**src/inc/twc_params.svh**
```systemverilog
/*
  Register offsets, field positions, codes and counts of the
  two-wire master. Definitions only; included by the design file.
*/
`ifndef TWC_PARAMS_SVH
`define TWC_PARAMS_SVH
`define TWC_OFF_CTRL1  4'h3
`define TWC_OFF_CTRL2  4'h4
`define TWC_OFF_STAT   4'h5
`define TWC_OFF_BAUD   4'h6
`define TWC_OFF_ADDR   4'h7
`define TWC_OFF_DATA   4'h8
`define TWC_BIT_EN     0
`define TWC_BIT_ACKNOWLEDGE_ACTION 2
`define TWC_BIT_RIF    7
`define TWC_BIT_WIF    6
`define TWC_BIT_HOLD   5
`define TWC_BIT_ARB    3
`define TWC_BIT_BERR   2
`define TWC_CMD_NONE   2'h0
`define TWC_CMD_SR     2'h1
`define TWC_CMD_XFER   2'h2
`define TWC_CMD_STOP   2'h3
`define TWC_BS_UNKNOWN 2'h0
`define TWC_BS_IDLE    2'h1
`define TWC_BS_OWNER   2'h2
`define TWC_BS_BUSY    2'h3
`define TWC_RST_BYTE   8'h00
`define TWC_BAUD_ADD   9'h005
`define TWC_TX_BITS    4'h9
`define TWC_RX_BITS    4'h8
`define TWC_ACK_BITS   4'h1
`define TWC_LAST_BIT   4'h1
`endif

```
**src/inc/twc_pkg.sv**
```systemverilog
/*
  Types of the two-wire master: sequencer states, the kind of bit
  job in flight and what follows an acknowledge bit.
  Assumes nothing of its surroundings.
*/
package twc_pkg;
  typedef enum logic [3:0] {
    ST_IDLE, ST_WAIT, ST_START, ST_SR_LOW, ST_SR_HIGH, ST_BIT_LOW,
    ST_BIT_HIGH, ST_HOLD, ST_P_LOW, ST_P_HIGH, ST_P_REL
  } twc_state_e;
  typedef enum logic [1:0] {JB_TX, JB_RX, JB_ACK} twc_job_e;
  typedef enum logic [1:0] {NX_NONE, NX_RX, NX_SR, NX_STOP} twc_next_e;
endpackage

```
**src/hdl/twc_master.sv**
```systemverilog
/*
  Two-wire master: register port, command decode, status flags, bus
  state monitor and bit sequencer driving open-drain pins.
  Assumes a one-cycle register port on clk, bus pins resolved outside
  (oe high pulls the line low) and clk at least 4x the serial clock.
*/
// The implementer's own choice: strobed register access.
`timescale 1ns/1ps
`include "twc_params.svh"
module twc_master (
  input  logic       clk,
  input  logic       nrst,
  input  logic [3:0] reg_addr,
  input  logic [7:0] reg_wdata,
  input  logic       reg_wr,
  input  logic       reg_rd,
  output logic [7:0] reg_rdata,
  input  logic       scl_in,
  output logic       scl_out,
  output logic       scl_oe,
  input  logic       sda_in,
  output logic       sda_out,
  output logic       sda_oe
);
  twc_pkg::twc_state_e state_reg;
  twc_pkg::twc_state_e state_last_reg;
  twc_pkg::twc_job_e   job_reg;
  twc_pkg::twc_next_e  nxt_reg;
  twc_pkg::twc_next_e  hold_nx;
  logic [8:0] cnt_reg;
  logic [3:0] bit_cnt_reg;
  logic [7:0] sh_reg;
  logic [7:0] baud_reg;
  logic [7:0] addr_reg;
  logic [7:0] rdata_reg;
  logic [1:0] bus_reg;
  logic [1:0] cmd;
  logic en_reg, acknowledge_action_reg, lost_reg, last_rx_reg, is_addr_reg;
  logic rif_reg, wif_reg, hold_reg, received_ack_bit_reg, arb_reg, berr_reg;
  logic scl_oe_reg, sda_oe_reg, pin_low_reg;
  logic [1:0] pin_want;
  logic scl_meta_reg, scl_s_reg, scl_d_reg;
  logic sda_meta_reg, sda_s_reg, sda_d_reg;
  logic wr_ctrl1, wr_ctrl2, wr_stat, wr_baud, wr_addr, wr_data, rd_data;
  logic cmd_go, go_addr, start_det, stop_det, stall, tick, end_bit;
  logic last_bit, drv1, arb_hit, lost_now, auto_rx, done_tx, done_rx;
  logic done_ack, sr_lost, start_unk, bus_err_ev, clr_if, clr_addr;
  logic hold_go, hold_tx, hold_ack;
  logic set_rif, set_wif, set_hold, set_arb, set_berr;

  function automatic logic hit(input logic stb, input logic [3:0] a,
                               input logic [3:0] off);
    return stb && (a == off);
  endfunction

  // ==========================================================
  // Register port decode
  assign wr_ctrl1 = hit(reg_wr, reg_addr, `TWC_OFF_CTRL1);
  assign wr_ctrl2 = hit(reg_wr, reg_addr, `TWC_OFF_CTRL2);
  assign wr_stat  = hit(reg_wr, reg_addr, `TWC_OFF_STAT);
  assign wr_baud  = hit(reg_wr, reg_addr, `TWC_OFF_BAUD);
  assign wr_addr  = hit(reg_wr, reg_addr, `TWC_OFF_ADDR);
  assign wr_data  = hit(reg_wr, reg_addr, `TWC_OFF_DATA);
  assign rd_data  = hit(reg_rd, reg_addr, `TWC_OFF_DATA);
  assign cmd      = reg_wdata[1:0];
  assign cmd_go   = wr_ctrl2 && (cmd != `TWC_CMD_NONE);
  assign go_addr  = wr_addr && en_reg;

  always_ff @(posedge clk) begin
    if (!nrst) begin
      en_reg     <= 1'b0;
      acknowledge_action_reg <= 1'b0;
      baud_reg   <= `TWC_RST_BYTE;
      addr_reg   <= `TWC_RST_BYTE;
    end else begin
      if (wr_ctrl1)
        en_reg <= reg_wdata[`TWC_BIT_EN];
      if (wr_ctrl2)
        acknowledge_action_reg <= reg_wdata[`TWC_BIT_ACKNOWLEDGE_ACTION];
      if (wr_baud)
        baud_reg <= reg_wdata;
      if (wr_addr)
        addr_reg <= reg_wdata;
    end
  end

  // Read data stands only in the cycle after the strobe
  always_ff @(posedge clk) begin
    if (!nrst || !reg_rd) begin
      rdata_reg <= `TWC_RST_BYTE;
    end else begin
      unique case (reg_addr)
        `TWC_OFF_CTRL1: rdata_reg <= {7'h00, en_reg};
        `TWC_OFF_CTRL2: rdata_reg <= {5'h00, acknowledge_action_reg, `TWC_CMD_NONE};
        `TWC_OFF_STAT:  rdata_reg <= {rif_reg, wif_reg, hold_reg,
                                      received_ack_bit_reg, arb_reg, berr_reg,
                                      bus_reg};
        `TWC_OFF_BAUD:  rdata_reg <= baud_reg;
        `TWC_OFF_ADDR:  rdata_reg <= addr_reg;
        `TWC_OFF_DATA:  rdata_reg <= sh_reg;
        default:        rdata_reg <= `TWC_RST_BYTE;
      endcase
    end
  end

  // ==========================================================
  // Pin synchronisers and bus condition detectors
  always_ff @(posedge clk) begin
    if (!nrst) begin
      {scl_meta_reg, scl_s_reg, scl_d_reg} <= 3'h7;
      {sda_meta_reg, sda_s_reg, sda_d_reg} <= 3'h7;
    end else begin
      {scl_meta_reg, scl_s_reg, scl_d_reg} <= {scl_in, scl_meta_reg,
                                               scl_s_reg};
      {sda_meta_reg, sda_s_reg, sda_d_reg} <= {sda_in, sda_meta_reg,
                                               sda_s_reg};
    end
  end

  assign start_det = scl_s_reg && scl_d_reg && sda_d_reg && !sda_s_reg;
  assign stop_det  = scl_s_reg && scl_d_reg && !sda_d_reg && sda_s_reg;

  // ==========================================================
  // Phase timer, stretched while the clock line is held low
  assign stall = (state_reg == twc_pkg::ST_BIT_HIGH ||
                  state_reg == twc_pkg::ST_SR_HIGH ||
                  state_reg == twc_pkg::ST_P_HIGH) && !scl_s_reg;
  assign tick = (state_reg == state_last_reg) &&
                (cnt_reg == {1'b0, baud_reg} + `TWC_BAUD_ADD);

  always_ff @(posedge clk) begin
    if (!nrst)
      state_last_reg <= twc_pkg::ST_IDLE;
    else
      state_last_reg <= state_reg;
    if (!nrst || tick || state_reg != state_last_reg)
      cnt_reg <= '0;
    else if (!stall)
      cnt_reg <= cnt_reg + 9'h001;
  end

  // ==========================================================
  // Bit events
  always_comb begin
    unique case (job_reg)
      twc_pkg::JB_TX:  drv1 = lost_reg || bit_cnt_reg == `TWC_LAST_BIT ||
                              sh_reg[7];
      twc_pkg::JB_RX:  drv1 = 1'b1;
      twc_pkg::JB_ACK: drv1 = lost_reg || acknowledge_action_reg;
      default:         drv1 = 1'b1;
    endcase
  end

  assign end_bit  = (state_reg == twc_pkg::ST_BIT_HIGH) && tick;
  assign last_bit = end_bit && (bit_cnt_reg == `TWC_LAST_BIT);
  assign arb_hit  = end_bit && drv1 && !sda_s_reg &&
                    (job_reg == twc_pkg::JB_ACK ||
                     (job_reg == twc_pkg::JB_TX &&
                      bit_cnt_reg != `TWC_LAST_BIT));
  assign lost_now = lost_reg || arb_hit;
  assign auto_rx  = is_addr_reg && addr_reg[0] && !sda_s_reg;
  assign done_tx  = last_bit && job_reg == twc_pkg::JB_TX;
  assign done_rx  = last_bit && job_reg == twc_pkg::JB_RX;
  assign done_ack = last_bit && job_reg == twc_pkg::JB_ACK;
  assign sr_lost  = (state_reg == twc_pkg::ST_SR_HIGH) && tick &&
                    !sda_s_reg;
  assign start_unk = go_addr && state_reg == twc_pkg::ST_IDLE &&
                     bus_reg == `TWC_BS_UNKNOWN;
  assign bus_err_ev = en_reg && (start_det || stop_det) &&
                      (state_reg == twc_pkg::ST_BIT_LOW ||
                       state_reg == twc_pkg::ST_BIT_HIGH);

  // What a software access asks of a held bus
  always_comb begin
    hold_go = 1'b1;
    hold_tx = 1'b0;
    hold_nx = twc_pkg::NX_NONE;
    if (go_addr)
      hold_nx = twc_pkg::NX_SR;
    else if (cmd_go && cmd == `TWC_CMD_SR)
      hold_nx = twc_pkg::NX_SR;
    else if (cmd_go && cmd == `TWC_CMD_XFER && addr_reg[0])
      hold_nx = twc_pkg::NX_RX;
    else if (cmd_go && cmd == `TWC_CMD_XFER)
      hold_tx = 1'b1;
    else if (cmd_go)
      hold_nx = twc_pkg::NX_STOP;
    else if (wr_data)
      hold_tx = 1'b1;
    else if (rd_data && last_rx_reg)
      hold_nx = twc_pkg::NX_RX;
    else
      hold_go = 1'b0;
  end
  assign hold_ack = hold_go && !hold_tx &&
                    (last_rx_reg || hold_nx == twc_pkg::NX_RX);

  // ==========================================================
  // Sequencer
  always_ff @(posedge clk) begin
    if (!nrst || !en_reg) begin
      state_reg   <= twc_pkg::ST_IDLE;
      job_reg     <= twc_pkg::JB_TX;
      nxt_reg     <= twc_pkg::NX_NONE;
      bit_cnt_reg <= '0;
      sh_reg      <= `TWC_RST_BYTE;
      lost_reg    <= 1'b0;
      last_rx_reg <= 1'b0;
      is_addr_reg <= 1'b0;
    end else if (bus_err_ev || sr_lost) begin
      state_reg <= twc_pkg::ST_IDLE;
    end else begin
      unique case (state_reg)
        twc_pkg::ST_IDLE: begin
          if (go_addr && bus_reg == `TWC_BS_IDLE)
            state_reg <= twc_pkg::ST_START;
          else if (go_addr && bus_reg != `TWC_BS_UNKNOWN)
            state_reg <= twc_pkg::ST_WAIT;
        end
        twc_pkg::ST_WAIT: begin
          if (bus_reg == `TWC_BS_IDLE)
            state_reg <= twc_pkg::ST_START;
        end
        twc_pkg::ST_START: begin
          if (tick) begin
            state_reg   <= twc_pkg::ST_BIT_LOW;
            job_reg     <= twc_pkg::JB_TX;
            bit_cnt_reg <= `TWC_TX_BITS;
            sh_reg      <= addr_reg;
            lost_reg    <= 1'b0;
            is_addr_reg <= 1'b1;
            last_rx_reg <= 1'b0;
          end
        end
        twc_pkg::ST_SR_LOW: begin
          if (tick)
            state_reg <= twc_pkg::ST_SR_HIGH;
        end
        twc_pkg::ST_SR_HIGH: begin
          if (tick)
            state_reg <= twc_pkg::ST_START;
        end
        twc_pkg::ST_BIT_LOW: begin
          if (tick)
            state_reg <= twc_pkg::ST_BIT_HIGH;
        end
        twc_pkg::ST_BIT_HIGH: begin
          if (tick) begin
            bit_cnt_reg <= bit_cnt_reg - 4'h1;
            lost_reg    <= lost_now;
            if (job_reg == twc_pkg::JB_RX)
              sh_reg <= {sh_reg[6:0], sda_s_reg};
            else if (job_reg == twc_pkg::JB_TX && !last_bit)
              sh_reg <= {sh_reg[6:0], 1'b1};
            if (!last_bit) begin
              state_reg <= twc_pkg::ST_BIT_LOW;
            end else if (job_reg == twc_pkg::JB_RX) begin
              state_reg   <= twc_pkg::ST_HOLD;
              last_rx_reg <= 1'b1;
            end else if (lost_now) begin
              state_reg <= twc_pkg::ST_IDLE;
            end else if (job_reg == twc_pkg::JB_TX && auto_rx) begin
              state_reg   <= twc_pkg::ST_BIT_LOW;
              job_reg     <= twc_pkg::JB_RX;
              bit_cnt_reg <= `TWC_RX_BITS;
              is_addr_reg <= 1'b0;
            end else if (job_reg == twc_pkg::JB_TX ||
                         nxt_reg == twc_pkg::NX_NONE) begin
              state_reg   <= twc_pkg::ST_HOLD;
              is_addr_reg <= 1'b0;
              last_rx_reg <= 1'b0;
            end else if (nxt_reg == twc_pkg::NX_RX) begin
              state_reg   <= twc_pkg::ST_BIT_LOW;
              job_reg     <= twc_pkg::JB_RX;
              bit_cnt_reg <= `TWC_RX_BITS;
            end else if (nxt_reg == twc_pkg::NX_SR) begin
              state_reg <= twc_pkg::ST_SR_LOW;
            end else begin
              state_reg <= twc_pkg::ST_P_LOW;
            end
          end
        end
        twc_pkg::ST_HOLD: begin
          if (hold_tx) begin
            state_reg   <= twc_pkg::ST_BIT_LOW;
            job_reg     <= twc_pkg::JB_TX;
            bit_cnt_reg <= `TWC_TX_BITS;
            last_rx_reg <= 1'b0;
            if (wr_data)
              sh_reg <= reg_wdata;
          end else if (hold_ack) begin
            state_reg   <= twc_pkg::ST_BIT_LOW;
            job_reg     <= twc_pkg::JB_ACK;
            bit_cnt_reg <= `TWC_ACK_BITS;
            nxt_reg     <= hold_nx;
          end else if (hold_nx == twc_pkg::NX_SR) begin
            state_reg <= twc_pkg::ST_SR_LOW;
          end else if (hold_nx == twc_pkg::NX_STOP) begin
            state_reg <= twc_pkg::ST_P_LOW;
          end
        end
        twc_pkg::ST_P_LOW: begin
          if (tick)
            state_reg <= twc_pkg::ST_P_HIGH;
        end
        twc_pkg::ST_P_HIGH: begin
          if (tick)
            state_reg <= twc_pkg::ST_P_REL;
        end
        twc_pkg::ST_P_REL: begin
          if (tick)
            state_reg <= twc_pkg::ST_IDLE;
        end
      endcase
    end
  end

  // ==========================================================
  // Pin drive: oe high pulls the line low
  always_comb begin
    unique case (state_reg)
      twc_pkg::ST_START:    pin_want = 2'h1;
      twc_pkg::ST_SR_LOW,
      twc_pkg::ST_HOLD:     pin_want = 2'h2;
      twc_pkg::ST_BIT_LOW:  pin_want = {1'b1, !drv1};
      twc_pkg::ST_BIT_HIGH: pin_want = {1'b0, !drv1};
      twc_pkg::ST_P_LOW:    pin_want = 2'h3;
      twc_pkg::ST_P_HIGH:   pin_want = 2'h1;
      default:              pin_want = 2'h0;
    endcase
  end

  // Data line moves a cycle after the clock line falls
  always_ff @(posedge clk) begin
    pin_low_reg <= 1'b0;
    if (!nrst)
      {scl_oe_reg, sda_oe_reg} <= 2'h0;
    else if (pin_want[1] && !scl_oe_reg)
      scl_oe_reg <= 1'b1;
    else
      {scl_oe_reg, sda_oe_reg} <= pin_want;
  end

  // ==========================================================
  // Status flags; a hardware set wins over any clear
  assign clr_addr = wr_addr;
  assign clr_if   = wr_data || rd_data || cmd_go || wr_addr;
  assign set_rif  = done_rx && !lost_reg && !bus_err_ev;
  assign set_wif  = (done_tx && (lost_now || !auto_rx)) ||
                    (done_ack && lost_now) || sr_lost || start_unk ||
                    bus_err_ev;
  assign set_hold = (done_tx && !lost_now && !auto_rx) || done_rx;
  assign set_arb  = arb_hit || sr_lost;
  assign set_berr = bus_err_ev || start_unk;

  always_ff @(posedge clk) begin
    if (!nrst) begin
      {rif_reg, wif_reg, hold_reg} <= 3'h0;
      {received_ack_bit_reg, arb_reg, berr_reg} <= 3'h0;
    end else begin
      rif_reg  <= set_rif || (rif_reg && !clr_if && !set_wif &&
                  !(wr_stat && reg_wdata[`TWC_BIT_RIF]));
      wif_reg  <= (set_wif && !set_rif) || (wif_reg && !clr_if &&
                  !set_rif && !(wr_stat && reg_wdata[`TWC_BIT_WIF]));
      hold_reg <= set_hold || (hold_reg && !clr_if &&
                  state_reg == twc_pkg::ST_HOLD &&
                  !(wr_stat && reg_wdata[`TWC_BIT_HOLD]));
      arb_reg  <= set_arb || (arb_reg && !clr_addr &&
                  !(wr_stat && reg_wdata[`TWC_BIT_ARB]));
      berr_reg <= set_berr || (berr_reg && !clr_addr &&
                  !(wr_stat && reg_wdata[`TWC_BIT_BERR]));
      if (done_tx)
        received_ack_bit_reg <= sda_s_reg;
    end
  end

  // ==========================================================
  // Bus state monitor
  always_ff @(posedge clk) begin
    if (!nrst || !en_reg)
      bus_reg <= `TWC_BS_UNKNOWN;
    else if (wr_stat && reg_wdata[1:0] == `TWC_BS_IDLE)
      bus_reg <= `TWC_BS_IDLE;
    else if (set_arb)
      bus_reg <= `TWC_BS_BUSY;
    else if (stop_det)
      bus_reg <= `TWC_BS_IDLE;
    else if (start_det)
      bus_reg <= (state_reg == twc_pkg::ST_START) ? `TWC_BS_OWNER
                                                   : `TWC_BS_BUSY;
  end

  assign reg_rdata = rdata_reg;
  assign scl_oe    = scl_oe_reg;
  assign sda_oe    = sda_oe_reg;
  assign scl_out   = pin_low_reg;
  assign sda_out   = pin_low_reg;
endmodule

```
**config.mk**
```make
export PLATFORM = sky130hd
export DESIGN_NAME = twc_master
export DESIGN_NICKNAME = d
export VERILOG_FILES = /design/src/inc/twc_pkg.sv /design/src/hdl/twc_master.sv
export VERILOG_INCLUDE_DIRS = /design/src /design/src/inc
export SDC_FILE = /design/constraint.sdc
export NUM_CORES = 1
export LEC_CHECK = 0
export BUFFER_PORTS_ARGS = -buffer_cell sky130_fd_sc_hd__buf_2
export CORE_ASPECT_RATIO = 1.2
export CORE_MARGIN = 5
export CORE_UTILIZATION = 61
export DETAILED_ROUTE_END_ITERATION = 8
export GPL_TIMING_DRIVEN = 1
export PLACE_DENSITY_LB_ADDON = 0.3
export REMOVE_ABC_BUFFERS = 1
export SETUP_SLACK_MARGIN = 0.15
export SLEW_MARGIN = 10
export SYNTH_ARGS = -nofsm -noshare
export SYNTH_HDL_FRONTEND = slang
export SYNTH_SLANG_ARGS = --single-unit
```
**constraint.sdc**
```tcl
create_clock -name clk -period 3.4 [get_ports clk]
set_input_delay 0.34 -clock clk [delete_from_list [all_inputs] [get_ports clk]]
set_output_delay 0.34 -clock clk [all_outputs]
set_load 0.02 [all_outputs]
```
==> results.yml, run 1 <==
clock_network:
  clockBufferDepth: 2
  postCtsSetupBuffers: 0
  root_buffer: "clkbuf_8"
  cts_resized: 0
  path_clk_slew_ps: 90
  cts_made_buffers: 9
  cts_tree: "built"
  cts.sinks: 78
  hold_buffers: 0
  htreeDepth: 3
  clk_latency_ps: 360
synthesis:
  synth_edf_count: 0
  netlist_area_sq_mm: 0.00471
  synth_fa_ha_area_share_pct: 1.86
  ys_types: 70
  syn_avg_cell_area_sq_um: 8.13
  yosysTopAreaCellShare_pct: 33.2
  synth_top_area_cell: "dfxtp_1"
  ys.flop_type: "dfxtp_1"
  synth.area.mux_share_pct: 5.13
  synth.area.top_cells: "dfxtp_1 (33%), nand2_1 (5.1%), nor2_1 (3.7%)"
  synth_xor_area_share_pct: 3.91
  synth_top_family_by_area: "simple AND/OR/NAND/NOR gates"
  yosys.area_share.simple_pct: 28.9
  synth_warnings: 0
  synth_compound_area_share_pct: 22.1
  async_flop_share_pct: 0
  syn_inst: 579
  ys_seq_elements: 78
  yosysSeqAreaShare_pct: 33.2
power_and_ir_drop:
  finalPower_mw: 1.89
  p_leak_nw: 1.87
  ir_drop_mv: 0.282
  power.density_mw_per_mm2: 368
worst_setup_path:
  crit_path_end: "sh_reg[7]"
  rrSetupSlack_ps: 390
  start_kind: "register"
  rr_startpoint: "baud_reg[0]"
  r2r_cells: 9
  worstPathRequired_ps: 3670
  cp-startpoint: "baud_reg[0]"
  crit_type: "register to register"
  arrival_ps: 3280
  cp_max_fo: 15
  r2r_end: "sh_reg[7]"
  critPathCaptureType: "register"
die:
  die_area_sq_mm: 0.00958
  initial_core_util_pct: 61.8
  row_count: 35
  core_sq_mm: 0.00762
  die_w_microns: 90.2
  die_y_microns: 106
  num_io_pins: 30
route:
  drc: 0
  vias: 4559
  routed_wl_microns: 12900
  viasPerCell: 6.63
  wl_per_cell_microns: 18.7
  ant_nets: 0
  drtIter0Drc: 417
  dr.pass1.iters: 7
layout:
  fill_cells: 669
  multi_input_area_sq_mm: 0.00294
  drive_gt1_share_pct: 14.4
  syn_to_final_growth_pct: 9.06
  seqCellArea_sq_mm: 0.00156
  fin_area_sq_mm: 0.00514
  antenna_cells: 0
  nets: 616
  largest_reg_flops: 9
  final_cell_mix: "dfxtp_1 (78), nand2_1 (64), nor2_1 (47), a21oi_1 (31), buf_2 (27)"
  layout_commonest_cell: "dfxtp_1"
  final_util_pct: 67.4
place:
  globalplace.congestion: 0.958
  dp_hpwl_microns: 9360
  placed_area_sq_mm: 0.00489
  numPortBuffers: 27
timing:
  max_freq_ghz: 0.332
  finalHoldViolations: 0
  period_needed_ps: 3010
  worstMarginPinSlew_ps: 852
  fin_crit_sh_pct: 88.6
  rsz0062_at_grt: "no"
  drv_slew: 0
  setup_viol: 0
  clock_skew_ps: 8.56
  slew_headroom_pct: 43.1
run:
  max-cap-violations: 0
global_routing:
  grt_max_degree: 40
  antenna_found_initial: 0
  grt_pass1_wl_microns: 21300
  grt_pass1_vias: 4267
  grtUsageTotal_pct: 27.2
  overflow: 0
min_path:
  hold_path.class: "primary input to register"
run_status:
  status: "finished clean"
## per-stage QoR
step	worst slack (ps)	setup TNS [ps]	instances	hold slack, ps
after global placement	529	0	672	389
after floorplan	-35.2	-72.2	539	386
after global routing	182	0	688	164
final	389	0	688	160
after detailed placement	422	0	672	406
after CTS	420	0	688	153
## synthesized netlist by cell type (all sizes together), types with 3 or more instances
master,instances
inv,10
nand2b,11
xnor2,15
o22ai,3
xor2,6
o21ai,21
nand4,13
or2,9
dfxtp,78
o211a,3
a21o,3
a211oi,7
nand2,64
o31ai,4
mux2i,14
o211ai,5
nor4,6
mux2,9
nand3b,4
a22oi,7
clkbuf,27
nor3b,4
nor2,47
and3,12
a22o,9
nand3,9
a21boi,13
a222oi,8
nor3,24
ha,7
a31oi,8
buf,14
a21oi,31
nor2b,19
and2,20
## worst max-delay path, cell delays in order (launching register included)
cell	delay (ps)
dfxtp_1	410
ha_1	320
or3b_1	370
mux2_2	270
mux2i_1	110
and4_1	300
and3_1	480
a32oi_4	290
and3_1	250
nor3_1	130
## per-layer routing
metal | vias to the layer above | global-route usage (%) | share of wire [%]
met5 | - | 0 | 0
met2 | 238 | 46.9 | 49
li1 | 2126 | - | -
met3 | 58 | 4.25 | 6.9
met1 | 2137 | 32.9 | 39
met4 | 0 | 13.1 | 5.1
## area by class of cell
cell class / count / area share, %
clock inverter: 7 / 2.34
sequential: 78 / 30.4
clock buffer: 9 / 2.41
tap: 92 / 2.24
inverter: 10 / 0.731
timing repair buffer: 41 / 4.68
multi-input combinational: 451 / 57.2
## how the worst min path moves through the flow
| stage | from | to | slack (ps) | depth (start not counted) |
|---|---|---|---|---|
| floorplan | scl_meta_reg | scl_s_reg | 390 | 1 |
| detailed placement | sda_meta_reg | sda_s_reg | 410 | 1 |
| finish | scl_in | scl_meta_reg | 160 | 2 |
| global route | scl_in | scl_meta_reg | 160 | 2 |
| CTS | scl_in | scl_meta_reg | 150 | 2 |
| global placement | scl_meta_reg | scl_s_reg | 390 | 1 |
## kinds of logic after synthesis
family	count (synthesis)
AOI/OAI and AO/OA	142
xor gates and xnor gates	21
adders and majority gates	7
buffers and inverters	51
DFF	78
muxes	23
other	1
and+or+nand+nor	256
## power breakdown
part / switching [mW] / internal (mW)
combinational: 0.0629 / 0.0402
clock: 0.359 / 0.491
sequential: 0.0132 / 0.922
total: 0.435 / 1.45
Power figures use the tool's default switching activity.
==> inputs of run 2 (changes only) <==
Settings changed: CORE_ASPECT_RATIO 1.2 to 1.75, SLEW_MARGIN 10 to unset.
==> run 2 against run 1 <==
  * Clock-buffer cell count is 2 higher
  * Critical path type unchanged
  * Non-clock buffer count down 1
  * Die area up 0.65%
  * Wire length grew 8.0%
  * Sequential power barely moved
  * Largest power group is now the clock network
  * Register-to-register slack about the same
  * Worst hold slack improved by 22 ps
  * Via count down 0.90%
  * Design area increased by 1.6%
  * Combinational power barely moved
==> results.yml, run 2 (synthesis gave the netlist of run 1 again) <==
layout:
  drive_gt1_share_pct: 14.0
  antenna_cells: 0
  instances_no_fill: 682
  nets: 615
  multi_input_area_sq_mm: 0.00294
  syn_to_final_growth_pct: 10.8
  layout_commonest_cell: "dfxtp_1"
  seqCellArea_sq_mm: 0.00156
  final_cell_mix: "dfxtp_1 (78), nand2_1 (64), nor2_1 (47), a21oi_1 (31), buf_2 (27)"
  fill_cells: 668
  largest_reg_flops: 9
timing:
  drv_slew: 0
  worstMarginPinSlew_ps: 1020
  clock_skew_ps: 6.73
  worst_hold_slack_ps: 182
  setup_viol: 0
  slew_headroom_pct: 31.7
  fin_crit_sh_pct: 88.3
  tns_ps: 0
  max_freq_ghz: 0.333
  rsz0062_at_grt: "no"
  finalHoldViolations: 0
  period_needed_ps: 3000
place:
  placedCellCount: 667
  dp_hpwl_microns: 10300
  globalplace.congestion: 0.946
  numPortBuffers: 27
global_routing:
  grt_pass1_vias: 4319
  grt_pass1_wl_microns: 22400
  grt_max_degree: 40
  grtUsageTotal_pct: 28.9
  overflow: 0
  antenna_found_initial: 0
route:
  routed_wl_microns: 13900
  vias: 4518
  viasPerCell: 6.62
  drc: 0
  maxUsedRoutingLayer: "met4"
  drtIter0Drc: 388
  wl_per_cell_microns: 20.4
  wl_met1_microns: 5150
  dr_wl_met2_microns: 6970
  wl_met3_microns: 847
  dr.pass1.iters: 5
  ant_nets: 0
worst_setup_path:
  slowest_delay_ps: 470
  worstPathCellList: "ha_1 -> or2_1 -> or4_1 -> a21oi_1 -> or3_4 -> and3_1 -> a32oi_4 -> and3_1 -> nor3_1"
  start_kind: "register"
  cpMostUsedCell: "and3_1"
  arrival_ps: 3250
  crit_path_end: "sh_reg[1]"
  rrSetupSlack_ps: 400
  worstPathRequired_ps: 3650
  cp_max_fo: 15
  crit_type: "register to register"
  slowest_stage: "or4_1"
  cp-startpoint: "baud_reg[0]"
  r2r_cells: 9
  critPathCaptureType: "register"
  r2r_end: "sh_reg[1]"
  rr_startpoint: "baud_reg[0]"
clock_network:
  root_buffer: "clkbuf_16"
  cts_made_buffers: 9
  htreeDepth: 3
  cts_resized: 0
  clockBufferDepth: 2
  hold_buffers: 0
  postCtsSetupBuffers: 0
  cts_tree: "built"
  clk_latency_ps: 340
  path_clk_slew_ps: 60
  cts.sinks: 78
die:
  num_io_pins: 30
  die_w_microns: 76.4
  die_y_microns: 126
  die_area_sq_mm: 0.00965
  initial_core_util_pct: 62.2
  row_count: 42
  core_sq_mm: 0.00757
power_and_ir_drop:
  ir_drop_mv: 0.329
  p_leak_nw: 1.90
  power.density_mw_per_mm2: 410
run:
  max-cap-violations: 0
run_status:
  status: "finished clean"
min_path:
  hold_path.class: "primary input to register"
-- run 2: critical path: cells and delay by family (launching register included) --
family          cells  cell delay [ps]
simple gates        6             1740
compound gates      2              460
flops               1              390
fa+ha+maj           1              310
-- run 2: through the flow --
step	cell area [sq um]	util [%]	setup WS (ps)	total power, mW
detailed placement	4880	64.5	478	1.06
floorplan	4520	-	-35.2	1.01
CTS	5220	68.9	414	2.15
finish	5220	68.9	397	2.14
global route	5220	68.9	248	2.21
global placement	4880	64.5	595	1.06
-- run 2: report_power, final --
group / internal (mW) / leakage [nW] / switching, mW
Clock: 0.732 / 0.166 / 0.368
Sequential: 0.924 / 0.630 / 0.0141
Combinational: 0.0396 / 1.11 / 0.0650
Total: 1.70 / 1.90 / 0.447
-- run 2: worst min-delay path by stage --
stage	from	endpoint	slack, ps	cells after the start
6_report	sda_in	sda_meta_reg	180	2
5_1_grt	scl_in	scl_meta_reg	170	2
4_1_cts	sda_in	sda_meta_reg	180	2
3_5_place_dp	scl_meta_reg	scl_s_reg	390	1
3_3_place_gp	sda_meta_reg	sda_s_reg	390	1
2_1_floorplan	scl_meta_reg	scl_s_reg	390	1
-- run 2: final cells by class --
cell class	count	area share (%)
Multi-Input combinational cell	451	56.3
Sequential cell	78	29.9
Clock buffer	11	4.65
Timing Repair Buffer	40	4.46
Tap cell	88	2.11
Clock inverter	4	1.82
Inverter	10	0.719
-- run 2: per-layer routing --
| metal | track usage, % | up-vias |
|---|---|---|
| met5 | 0 | - |
| met4 | 19.3 | 0 |
| met1 | 32.4 | 2114 |
| li1 | - | 2117 |
| met2 | 49.7 | 220 |
| met3 | 4.64 | 67 |
